==> src/design/adc_store_regs.svh <==
`ifndef ADC_STORE_REGS_SVH
`define ADC_STORE_REGS_SVH

// Byte offsets on the register bus.
`define OFS_CTRL_ONE    8'h00
`define OFS_CTRL_TWO    8'h04
`define OFS_CTRL_THREE  8'h08
`define OFS_STATUS      8'h0C
`define OFS_IRQ_CLEAR   8'h10
`define OFS_IRQ_ENABLE  8'h14
`define OFS_RESULT_0    8'h18
`define OFS_RESULT_3    8'h24
`define OFS_PORT_ALT    8'h28
`define OFS_PORT_DIN    8'h2C

// Field positions.
`define BIT_ENABLE      0
`define BIT_INTERNAL_REFERENCE_SELECT      1
`define BIT_CONVERSION_IRQ_ENABLE        2
`define BIT_CONT        4
`define BIT_SCAN        5
`define BIT_START       7
`define BIT_EOC         0
`define BIT_BUSY        1
`define BIT_OVF         2
`define LSB_PTR         4
`define LSB_DELAY       3

// Reset values of control state.
`define RESET_BYTE      8'h00
`define RESET_ALT       8'h00

// Extra cycles a port data-in read waits for the two-stage pin synchroniser.
`define PORT_READ_WAIT  2'h3

`define RESP_OKAY       2'h0
`define RESP_SLVERR     2'h2

`endif

==> src/design/adc_store_pkg.sv <==
package adc_store_pkg;

    typedef enum logic [1:0] {
        ENG_IDLE    = 2'b00,
        ENG_SAMPLE  = 2'b01,
        ENG_CONVERT = 2'b10
    } engine_state_type;

    typedef struct packed {
        engine_state_type eng;
        logic             enable;
        logic             internal_reference_select;
        logic             conversion_irq_enable;
        logic             ovf_en;
        logic [2:0]       channel;
        logic             cont;
        logic             scan;
        logic             start;
        logic [2:0]       cdiv;
        logic [2:0]       delay;
        logic             eoc;
        logic             ovf;
        logic [1:0]       ptr;
        logic [1:0]       last_ptr;
        logic [2:0]       chan;
        logic [4:0]       div_cnt;
        logic [6:0]       dly_cnt;
        logic             conv_start;
        logic [3:0][7:0]  result;
        logic [7:0]       alt;
        logic [7:0]       sync1;
        logic [7:0]       sync2;
        logic             aw_held;
        logic [5:0]       aw_idx;
        logic             w_held;
        logic [7:0]       w_data;
        logic             w_lane0;
        logic             bvalid;
        logic [1:0]       bresp;
        logic             rd_busy;
        logic [5:0]       rd_idx;
        logic [1:0]       rd_wait;
        logic             rvalid;
        logic [31:0]      rdata;
        logic [1:0]       rresp;
    } state_type;

endpackage

==> src/design/adc_result_store.sv <==
// The AXI4-Lite register port and the address map were decided locally.
`timescale 1ns/1ps
`include "adc_store_regs.svh"

// Overview of operation
// - Four byte-wide read-only result registers.
// - Results fill registers zero to three.
// - Power-up leaves result registers undefined.
// - Warm reset keeps result register contents.
// - Internal reference off while converter disabled.
// - Alternate-function bit per pin; zero means digital.
// - All ones routes pins as analog inputs.
// - Digital input buffers blocked unless read, idle.
// - Delay code gives 1..64 conversion clocks.
// - Disabling stops conversion, clears flags and start.
// - Interrupt high with end-of-conversion when enabled.
module adc_result_store
    import adc_store_pkg::*;
(
    input  wire logic        mclk,
    input  wire logic        rst,
    input  wire logic [7:0]  awaddr,
    input  wire logic        awvalid,
    output logic             awready,
    input  wire logic [31:0] wdata,
    input  wire logic [3:0]  wstrb,
    input  wire logic        wvalid,
    output logic             wready,
    output logic [1:0]       bresp,
    output logic             bvalid,
    input  wire logic        bready,
    input  wire logic [7:0]  araddr,
    input  wire logic        arvalid,
    output logic             arready,
    output logic [31:0]      rdata,
    output logic [1:0]       rresp,
    output logic             rvalid,
    input  wire logic        rready,
    output logic             irq,
    input  wire logic        idle_mode,
    output logic [2:0]       mux_channel,
    output logic             conv_start,
    input  wire logic        conv_done,
    input  wire logic [7:0]  conv_data,
    output logic             internal_ref_on,
    output logic [7:0]       analog_input_pins,
    output logic [7:0]       port_buffer_en,
    input  wire logic [7:0]  shared_port_digital_pins
);

    ////////////////////////////////////////////////////////////////////////////

    state_type st;
    state_type next_st;
    logic      tick;
    logic      burst_end;
    logic      port_read;

    // Last count of the conversion clock divider; reserved codes act as 32.
    function automatic logic [4:0] div_last(input logic [2:0] code);
        case (code)
            3'h0:    div_last = 5'h00;
            3'h1:    div_last = 5'h01;
            3'h2:    div_last = 5'h03;
            3'h3:    div_last = 5'h07;
            3'h4:    div_last = 5'h0F;
            default: div_last = 5'h1F;
        endcase
    endfunction

    // Last count of the sampling delay; the reserved code acts as 64.
    function automatic logic [6:0] delay_last(input logic [2:0] code);
        case (code)
            3'h0:    delay_last = 7'h00;
            3'h1:    delay_last = 7'h01;
            3'h2:    delay_last = 7'h03;
            3'h3:    delay_last = 7'h07;
            3'h4:    delay_last = 7'h0F;
            3'h5:    delay_last = 7'h1F;
            default: delay_last = 7'h3F;
        endcase
    endfunction

    function automatic logic mapped(input logic [7:0] addr);
        mapped = (addr[1:0] == 2'h0) && (addr <= `OFS_PORT_DIN);
    endfunction

    function automatic logic [31:0] read_value(input state_type s, input logic [7:0] addr);
        read_value = 32'h0000_0000;
        case (addr)
            `OFS_CTRL_ONE: begin
                read_value[`BIT_ENABLE] = s.enable;
                read_value[`BIT_INTERNAL_REFERENCE_SELECT] = s.internal_reference_select;
                read_value[`BIT_CONVERSION_IRQ_ENABLE]   = s.conversion_irq_enable;
            end
            `OFS_CTRL_TWO: begin
                read_value[2:0]        = s.channel;
                read_value[`BIT_CONT]  = s.cont;
                read_value[`BIT_SCAN]  = s.scan;
                read_value[`BIT_START] = s.start;
            end
            `OFS_CTRL_THREE: begin
                read_value[2:0] = s.cdiv;
                read_value[5:3] = s.delay;
            end
            `OFS_STATUS: begin
                read_value[`BIT_EOC]           = s.eoc;
                read_value[`BIT_BUSY]          = (s.eng != ENG_IDLE);
                read_value[`BIT_OVF]           = s.ovf;
                read_value[`LSB_PTR+1:`LSB_PTR] = s.last_ptr;
            end
            `OFS_IRQ_ENABLE: begin
                read_value[`BIT_EOC] = s.conversion_irq_enable;
                read_value[`BIT_OVF] = s.ovf_en;
            end
            `OFS_PORT_ALT: read_value[7:0] = s.alt;
            `OFS_PORT_DIN: read_value[7:0] = s.sync2 & ~s.alt;
            default: begin
                if (addr >= `OFS_RESULT_0 && addr <= `OFS_RESULT_3) begin
                    read_value[7:0] = s.result[addr[3:2] - 2'h2];
                end
            end
        endcase
    endfunction

    ////////////////////////////////////////////////////////////////////////////

    assign awready         = ~st.aw_held & ~st.bvalid;
    assign wready          = ~st.w_held & ~st.bvalid;
    assign arready         = ~st.rd_busy & ~st.rvalid;
    assign bvalid          = st.bvalid;
    assign bresp           = st.bresp;
    assign rvalid          = st.rvalid;
    assign rdata           = st.rdata;
    assign rresp           = st.rresp;
    assign mux_channel     = st.chan;
    assign conv_start      = st.conv_start;
    assign internal_ref_on = st.enable & st.internal_reference_select;
    assign analog_input_pins = st.alt;
    assign irq = (st.eoc & st.conversion_irq_enable) | (st.ovf & st.ovf_en);

    // Input buffers open only while the core reads the data-in register.
    assign port_read      = st.rd_busy && ({st.rd_idx, 2'h0} == `OFS_PORT_DIN);
    assign port_buffer_en = (port_read && !idle_mode) ? ~st.alt : 8'h00;

    ////////////////////////////////////////////////////////////////////////////

    always_comb begin
        next_st            = st;
        next_st.conv_start = 1'b0;
        next_st.sync1      = shared_port_digital_pins;
        next_st.sync2      = st.sync1;
        tick               = (st.div_cnt == 5'h00);
        burst_end          = ~st.scan | (st.ptr == 2'h3);

        // Bus write side: address and data are taken in either order.
        if (awvalid && awready) begin
            next_st.aw_held = 1'b1;
            // A misaligned address is parked on an unmapped index so it answers SLVERR.
            next_st.aw_idx  = (awaddr[1:0] == 2'h0) ? awaddr[7:2] : 6'h3F;
        end
        if (wvalid && wready) begin
            next_st.w_held  = 1'b1;
            next_st.w_data  = wdata[7:0];
            next_st.w_lane0 = wstrb[0];
        end
        if (bvalid && bready) begin
            next_st.bvalid = 1'b0;
        end
        if (st.aw_held && st.w_held) begin
            next_st.aw_held = 1'b0;
            next_st.w_held  = 1'b0;
            next_st.bvalid  = 1'b1;
            next_st.bresp   = mapped({st.aw_idx, 2'h0}) ? `RESP_OKAY : `RESP_SLVERR;
            if (st.w_lane0) begin
                case ({st.aw_idx, 2'h0})
                    `OFS_CTRL_ONE: begin
                        next_st.enable = st.w_data[`BIT_ENABLE];
                        next_st.internal_reference_select = st.w_data[`BIT_INTERNAL_REFERENCE_SELECT];
                        next_st.conversion_irq_enable   = st.w_data[`BIT_CONVERSION_IRQ_ENABLE];
                    end
                    `OFS_CTRL_TWO: begin
                        next_st.channel = st.w_data[2:0];
                        next_st.cont    = st.w_data[`BIT_CONT];
                        next_st.scan    = st.w_data[`BIT_SCAN];
                        next_st.start   = st.w_data[`BIT_START];
                    end
                    `OFS_CTRL_THREE: begin
                        next_st.cdiv  = st.w_data[2:0];
                        next_st.delay = st.w_data[5:3];
                    end
                    `OFS_IRQ_CLEAR: begin
                        next_st.eoc = st.eoc & ~st.w_data[`BIT_EOC];
                        next_st.ovf = st.ovf & ~st.w_data[`BIT_OVF];
                    end
                    `OFS_IRQ_ENABLE: begin
                        next_st.conversion_irq_enable   = st.w_data[`BIT_EOC];
                        next_st.ovf_en = st.w_data[`BIT_OVF];
                    end
                    `OFS_PORT_ALT: next_st.alt = st.w_data;
                    default: begin
                    end
                endcase
            end
        end

        // Bus read side; a port read waits for the pin synchroniser.
        if (arvalid && arready) begin
            next_st.rd_busy = 1'b1;
            next_st.rd_idx  = (araddr[1:0] == 2'h0) ? araddr[7:2] : 6'h3F;
            next_st.rd_wait = (araddr == `OFS_PORT_DIN) ? `PORT_READ_WAIT : 2'h0;
        end
        if (rvalid && rready) begin
            next_st.rvalid = 1'b0;
        end
        if (st.rd_busy) begin
            if (st.rd_wait != 2'h0) begin
                next_st.rd_wait = st.rd_wait - 2'h1;
            end else begin
                next_st.rd_busy = 1'b0;
                next_st.rvalid  = 1'b1;
                next_st.rdata   = read_value(st, {st.rd_idx, 2'h0});
                next_st.rresp   = mapped({st.rd_idx, 2'h0}) ? `RESP_OKAY : `RESP_SLVERR;
            end
        end

        // Conversion clock divider, free while a run is under way.
        if (st.eng == ENG_IDLE || tick) begin
            next_st.div_cnt = div_last(st.cdiv);
        end else begin
            next_st.div_cnt = st.div_cnt - 5'h01;
        end

        // Conversion engine; flags set here win over a clear written above.
        case (st.eng)
            ENG_IDLE: begin
                if (st.enable && st.start) begin
                    next_st.eng     = ENG_SAMPLE;
                    next_st.ptr     = 2'h0;
                    next_st.chan    = st.channel;
                    next_st.dly_cnt = delay_last(st.delay);
                end
            end
            ENG_SAMPLE: begin
                if (tick) begin
                    if (st.dly_cnt == 7'h00) begin
                        next_st.conv_start = 1'b1;
                        next_st.eng        = ENG_CONVERT;
                    end else begin
                        next_st.dly_cnt = st.dly_cnt - 7'h01;
                    end
                end
            end
            ENG_CONVERT: begin
                if (conv_done) begin
                    next_st.result[st.ptr] = conv_data;
                    next_st.last_ptr       = st.ptr;
                    next_st.ptr            = st.ptr + 2'h1;
                    if (st.eoc) begin
                        next_st.ovf = 1'b1;
                    end
                    if ((~st.cont & ~st.scan) || st.ptr == 2'h3) begin
                        next_st.eoc = 1'b1;
                    end
                    if (st.scan) begin
                        next_st.chan = burst_end ? st.channel : st.chan + 3'h1;
                    end
                    if ((!st.cont && burst_end) || !st.start) begin
                        next_st.eng = ENG_IDLE;
                        if (!st.cont) begin
                            next_st.start = 1'b0;
                        end
                    end else begin
                        next_st.eng     = ENG_SAMPLE;
                        next_st.dly_cnt = delay_last(st.delay);
                    end
                end
            end
            default: next_st.eng = ENG_IDLE;
        endcase

        // Disabling aborts the run and clears the flags and the start bit.
        if (!next_st.enable) begin
            next_st.eng        = ENG_IDLE;
            next_st.eoc        = 1'b0;
            next_st.ovf        = 1'b0;
            next_st.start      = 1'b0;
            next_st.conv_start = 1'b0;
        end

        // Warm reset clears control state but never touches the results.
        if (rst) begin
            next_st        = '0;
            next_st.eng    = ENG_IDLE;
            next_st.alt    = `RESET_ALT;
            next_st.result = st.result;
        end
    end

    always_ff @(posedge mclk) begin
        st <= next_st;
    end

endmodule

==> config.mk <==
export PLATFORM = sky130hd
export DESIGN_NAME = adc_result_store
export DESIGN_NICKNAME = d
export VERILOG_FILES = /design/src/design/adc_store_pkg.sv /design/src/design/adc_result_store.sv
export VERILOG_INCLUDE_DIRS = /design/src /design/src/design
export SDC_FILE = /design/constraint.sdc
export NUM_CORES = 1
export LEC_CHECK = 0
export BUFFER_PORTS_ARGS = -buffer_cell sky130_fd_sc_hd__buf_2
export CORE_AREA = 2 2 82 143
export DETAILED_ROUTE_END_ITERATION = 16
export DIE_AREA = 0 0 84 145
export PLACE_DENSITY = 0.86
export REMOVE_ABC_BUFFERS = 1
export SLEW_MARGIN = 20
export SYNTH_ARGS = -nofsm -noshare
export SYNTH_HDL_FRONTEND = slang
export SYNTH_SLANG_ARGS = --single-unit
==> constraint.sdc <==
create_clock -name mclk -period 4.2 [get_ports mclk]
set_input_delay 0 -clock mclk [delete_from_list [all_inputs] [get_ports mclk]]
set_output_delay 0 -clock mclk [all_outputs]
set_load 0.1 [all_outputs]
After elaboration in Yosys (flattened, before gate mapping)
Cells that the tools add are included.
{"block": "classes", "reduce_logical": 53, "order_cmp": 7, "bitwise": 27, "eq_ne": 31, "n_addsub": 6, "muxes": 66}
{"operator": "$mux W8", "n": 5}
{"operator": "$mux W37", "n": 1}
{"operator": "$mux W18", "n": 2}
{"operator": "$pmux W6 S6", "n": 1}
{"operator": "$mux W35", "n": 1}
{"operator": "$bwmux W32", "n": 1}
{"operator": "$mux W7", "n": 4}
{"operator": "$pmux W5 S5", "n": 1}
{"operator": "$le A8 B6 Y1 const B", "n": 3}
{"operator": "$mux W2", "n": 12}
{"operator": "$mux W6", "n": 4}
{"operator": "$reduce_and A3 Y1", "n": 8}
{"operator": "$pmux W1 S7", "n": 3}
{"operator": "$pmux W7 S3", "n": 1}
{"operator": "$eq A6 B2 Y1 const B", "n": 3}
{"operator": "$eq A6 B3 Y1 const B", "n": 3}
{"operator": "$eq A6 B4 Y1 const B", "n": 3}
{"operator": "$mux W9", "n": 2}
{"operator": "$bmux W8 S2", "n": 1}
{"operator": "$demux W8 S2", "n": 1}
{"operator": "$not A1 Y1", "n": 14}
{"operator": "$mux W1", "n": 13}
{"operator": "$eq A3 B2 Y1 const B", "n": 4}
{"operator": "$eq A6 B1 Y1 const B", "n": 2}
{"operator": "45 further kinds", "n": 97}
{"block": "word_totals", "ff_bits": 136}

Depth between registers and ports, before layout
{"block": "logic_depth", "word_depth": 9, "depth_mapped": 8, "mapped_depth_nobuf": 7}

Worst setup path after synthesis
No wires, ideal clock.
{"block": "synth_timing", "path_kind": "register to register", "start": "register st, in the netlist bvalid", "end": "register st[60] (netlist bit)", "stages_incl_launch_ff": 6, "arrival_ns": 2.936, "slack_ns": 1.179, "period_less_slack_ns": 3.021, "n_path_buf": 1, "required_ns": 4.114, "cell_sequence": "dfxtp_1 -> nor2_1 -> and2_1 -> clkbuf_1 -> nor2_1 -> a211oi_1"}
{"block": "synth_between", "elab_chain_cells": 3}
{"element": "start: declaration", "line": "adc_result_store.sv:53", "rtl": "state_type st;"}
{"element": "start signal: assignment", "line": "adc_result_store.sv:301", "rtl": "st <= next_st;"}
{"element": "$not A1 Y1", "line": "adc_result_store.sv:128", "rtl": "assign awready = ~st.aw_held & ~st.bvalid;"}
{"element": "$and A1 B1 Y1", "line": "adc_result_store.sv:128"}
{"element": "net awready", "line": "adc_result_store.sv:24", "rtl": "output logic awready,"}
{"element": "$logic_and A1 B1 Y1", "line": "adc_result_store.sv:157", "rtl": "if (awvalid && awready) begin"}
The timed path passes the listed nets, and every way through them passes these cells.
A chain may end at the register's enable or synchronous reset.

Worst setup path in the final report
{"block": "layout_timing", "start": "register st[38] (netlist bit)", "end": "output port port_buffer_en[7]"}
{"block": "layout_between", "elab_chain_cells": 4}
{"element": "$eq A6 B4 Y1"}
{"element": "$logic_and A1 B1 Y1", "line": "adc_result_store.sv:143", "rtl": "assign port_read = st.rd_busy && ({st.rd_idx, 2'h0} == `OFS_PORT_DIN);"}
{"element": "$logic_and A1 B1 Y1", "line": "adc_result_store.sv:144", "rtl": "assign port_buffer_en = (port_read && !idle_mode) ? ~st.alt : 8'h00;"}
{"element": "$mux W8", "line": "adc_result_store.sv:144"}
{"element": "end: declaration", "line": "adc_result_store.sv:47", "rtl": "output logic [7:0] port_buffer_en,"}
Every way passes these cells.

==> impl_metrics.csv <==
group,metric,value,unit
detailed_routing,drt-total-wl,17400,microns
logic_synthesis,synth_area_leaders,"dfxtp_1 (33%), edfxtp_1 (15%), buf_4 (5.8%)",
cells_and_area,multi_input_area,2790,sq um
critical_path,path_cells,"nor2b_1 > and3_1 > nand4b_1 > nor2_1 > buf_2",
run,maxCapViolations,0,
floorplan,num_io_pins,140,
clocking,numCtsBuffers,17,
sta,fin_crit,3.11,ns
critical_path,reg2reg_from,"st[38]$_SDFFE_PP0P_",
critical_path,end_kind,"output port",
logic_synthesis,async_flop_share,0,
sta,holdWs,0.0235,ns
logic_synthesis,synth_area_leader_cell,"dfxtp_1",
grt,antenna_found_initial,0,
critical_path,cp-start-kind,"flip-flop",
grt,grt_usage,0.286,
logic_synthesis,synth_area_per_cell,9.73,sq um
pwr,switching_power,937,uW
grt,grt_max_degree,67,
detailed_routing,route.vias.total,5379,
detailed_routing,drc_errors,0,
clocking,clock_path_buffers,2,
clocking,cts.sinks,134,
grt,grt_pass1_vias,5335,
cells_and_area,n_fill_cell,770,
logic_synthesis,synth_top_family_by_area,"simple AND/OR/NAND/NOR gates",
critical_path,path_delay_family,"simple AND/OR/NAND/NOR gates",
logic_synthesis,synth_compound_area_frac,0.128,
clocking,clkTransAtPathRegs,0.06,ns
logic_synthesis,synth-seq-area-share,0.481,
logic_synthesis,synth_seq_cells,134,
logic_synthesis,synth_edf_count,32,
sta,rsz0062_at_grt,"false",
critical_path,r2r_slack,1.65,ns
grt,grt.overflow.total,0,
detailed_routing,via_per_inst,6.09,
critical_path,cp_slowest_stage_delay,0.78,ns
logic_synthesis,synth_xor_xnor_area_share,0.00561,
logic_synthesis,ys.flop_type,"dfxtp_1",
sta,tightest_slew,1.03,ns
critical_path,critPathMaxFanout,17,
clocking,root_buffer,"clkbuf_16",
floorplan,die_w,84,microns
floorplan,num_rows,51,
sta,setup_violations,0,
logic_synthesis,yosys_warnings,0,
cells_and_area,drive_gt1_frac,0.190,
critical_path,rr_endpoint,"rdata[7]$_SDFFE_PP0P_",
logic_synthesis,syn_area,6240,sq um
detailed_routing,ant_nets,0,
clocking,post_cts_buffers,0,
pwr,clock_power_share,0.440,
critical_path,crit_type,"flip-flop to output port",
pwr,pwr-share-seq,0.436,
detailed_routing,wl_per_cell,19.7,microns
pwr,intPower,2.30,mW
hold_path,hp-class,"input pin to flip-flop",
floorplan,core_area,11000,sq um
hold_path,hold_end,"st[41]$_SDFFE_PP0P_",
placed_design,gp_congestion,0.907,
pwr,leakage,2.94,nW
critical_path,worstPathRequired,4.20,ns
placed_design,dpl.hpwl,10600,microns
sta,hold_violations,0,
logic_synthesis,ys_types,64,
logic_synthesis,synth_top_area_frac,0.327,
logic_synthesis,synth_adder_area_share,0.0180,
pwr,cellPowerDensity,434,nW/um^2
hold_path,hold_depth,3,
floorplan,die_y,145,microns
placed_design,port-buffer-count,86,
pwr,peakVddDrop,516,uV
floorplan,start_util,0.566,
critical_path,slowest_stage,"dfxtp_1",
cells_and_area,seq_area,3000,sq um
clocking,ctsResizeCount,0,
sta,fin_skew,0.00589,ns
sta,period_share,0.740,
sta,fmax,0.322,GHz
sta,slew_headroom,0.307,
detailed_routing,drt_iter0_drc,535,
logic_synthesis,synthMuxAreaShare,0.0844,
sta,drv_slew,0,
pwr,power,3.23,mW
critical_path,cp.arrival,3.11,ns
cells_and_area,fin_nets,824,
floorplan,dieArea,12200,sq um
cells_and_area,area_growth,19.3,%
sta,fin_setup_tns,0,ns
clocking,ctsHoldBuffers,42,
clocking,cts_tree,"done",
critical_path,reg2reg_depth,5,
clocking,insertion_delay,0.42,ns
status,status,"finished, final reports clean",
logic_synthesis,syn_inst,642,
hold_path,min-delay-start,"araddr[0]",
pwr,pwr-share-comb,0.124,
detailed_routing,drt_pre_antenna_iters,7,
grt,grt_pass1_wl,27000,microns
clocking,htreeDepth,4,
pwr,switching_share,0.290,
cells_and_area,n_antenna_cell,0,
logic_synthesis,synthSimpleGateAreaFrac,0.195,
critical_path,crit_buf_inv,1,
[routing by layer]
metal | global-route usage | share of wire | vias to the layer above | wire, microns
li1 | - | - | 2415 | -
met1 | 0.284 | 0.33 | 2558 | 5760
met2 | 0.524 | 0.54 | 321 | 9450
met3 | 0.0512 | 0.062 | 85 | 1070
met4 | 0.194 | 0.063 | 0 | 1100
met5 | 0 | 0 | - | 0
[through the flow]
step	instances	util	cell area (sq um)	setup slack, ns
floorplan	589	-	5850	1.30
global placement	809	0.585	6460	1.87
CTS	883	0.675	7450	1.33
finish	883	0.675	7450	1.09
global route	883	0.675	7450	0.990
detailed placement	809	0.585	6460	1.78
[flip-flops by register name, indices dropped and copies added (netlist names)]
| register | count |
|---|---|
| rdata | 8 |
| mux_channel | 3 |
| bresp | 1 |
| rvalid | 1 |
| analog_input_pins | 8 |
| st | 110 |
| rresp | 1 |
| conv_start | 1 |
| bvalid | 1 |
[layout make-up]
type                    count  area share
well taps                 132      0.0222
inverters                  15     0.00756
clock inverters            13      0.0168
flip-flops and latches    134       0.403
repair buffers            130       0.116
clock buffers              19      0.0595
multi-input cells         440       0.375
[how the worst max path moves through the flow]
stage	startpoint	to	slack [ns]	cells past startpoint
after floorplan	bvalid$_SDFFE_PP0P_	st[59]$_SDFFE_PP0P_	1.30	4
after global placement	st[38]$_SDFFE_PP0P_	port_buffer_en[7]	1.87	5
after detailed placement	st[38]$_SDFFE_PP0P_	port_buffer_en[7]	1.78	5
after CTS	st[38]$_SDFFE_PP0P_	port_buffer_en[7]	1.33	5
after global routing	st[38]$_SDFFE_PP0P_	port_buffer_en[4]	0.99	5
final	st[38]$_SDFFE_PP0P_	port_buffer_en[7]	1.09	5
[layout by cell type, fill, tap and decap left out, types with 5 or more instances in the layout]
cell type / n
clkbuf_16: 17
dfxtp_1: 102
mux4_2: 10
o21ai_0: 19
nor2_1: 84
nor3_1: 19
nand2_1: 48
o22ai_1: 7
a211oi_1: 23
inv_1: 15
mux2i_1: 29
edfxtp_1: 32
and3_1: 5
a31oi_1: 6
ha_1: 9
nand3_1: 8
and2_1: 5
dlygate4sd3_1: 42
conb_1: 26
nand2b_1: 6
a21oi_1: 41
nor2b_1: 20
buf_2: 86
[power by group through the flow]
stage	combinational, mW	clock (mW)	sequential (mW)
finish	0.402	1.42	1.41
global placement	0.352	0	1.43
floorplan	0.227	0	1.47
CTS	0.393	1.42	1.41
global route	0.421	1.48	1.41
detailed placement	0.360	0	1.43
[worst reg2reg max path, delay by kind of cell (launching register included)]
family | cells | cell delay (ns)
AOI/OAI and AO/OA | 3 | 0.60
DFF | 1 | 0.78
and+or+nand+nor | 2 | 1.08
[cell usage after synthesis (all sizes together), types with 5 or more instances]
cell	n
o21ai	20
or2	5
o22ai	7
edfxtp	32
a31oi	6
nand3	8
nor4	5
ha	9
a211oi	23
clkbuf	20
a21oi	42
dfxtp	102
nor2	84
buf	58
nand2	48
inv	15
nor3	20
mux2i	29
nor2b	20
and2	5
nand2b	6
mux4	10
and3	5
[cells by family after synthesis]
logic type / after synthesis
adders and majority gates: 9
xor gates and xnor gates: 4
AOI/OAI and AO/OA: 125
other: 1
DFF: 134
buffers and inverters: 93
muxes: 40
and+or+nand+nor: 236
Note: power is estimated with default switching activity, not from simulation.
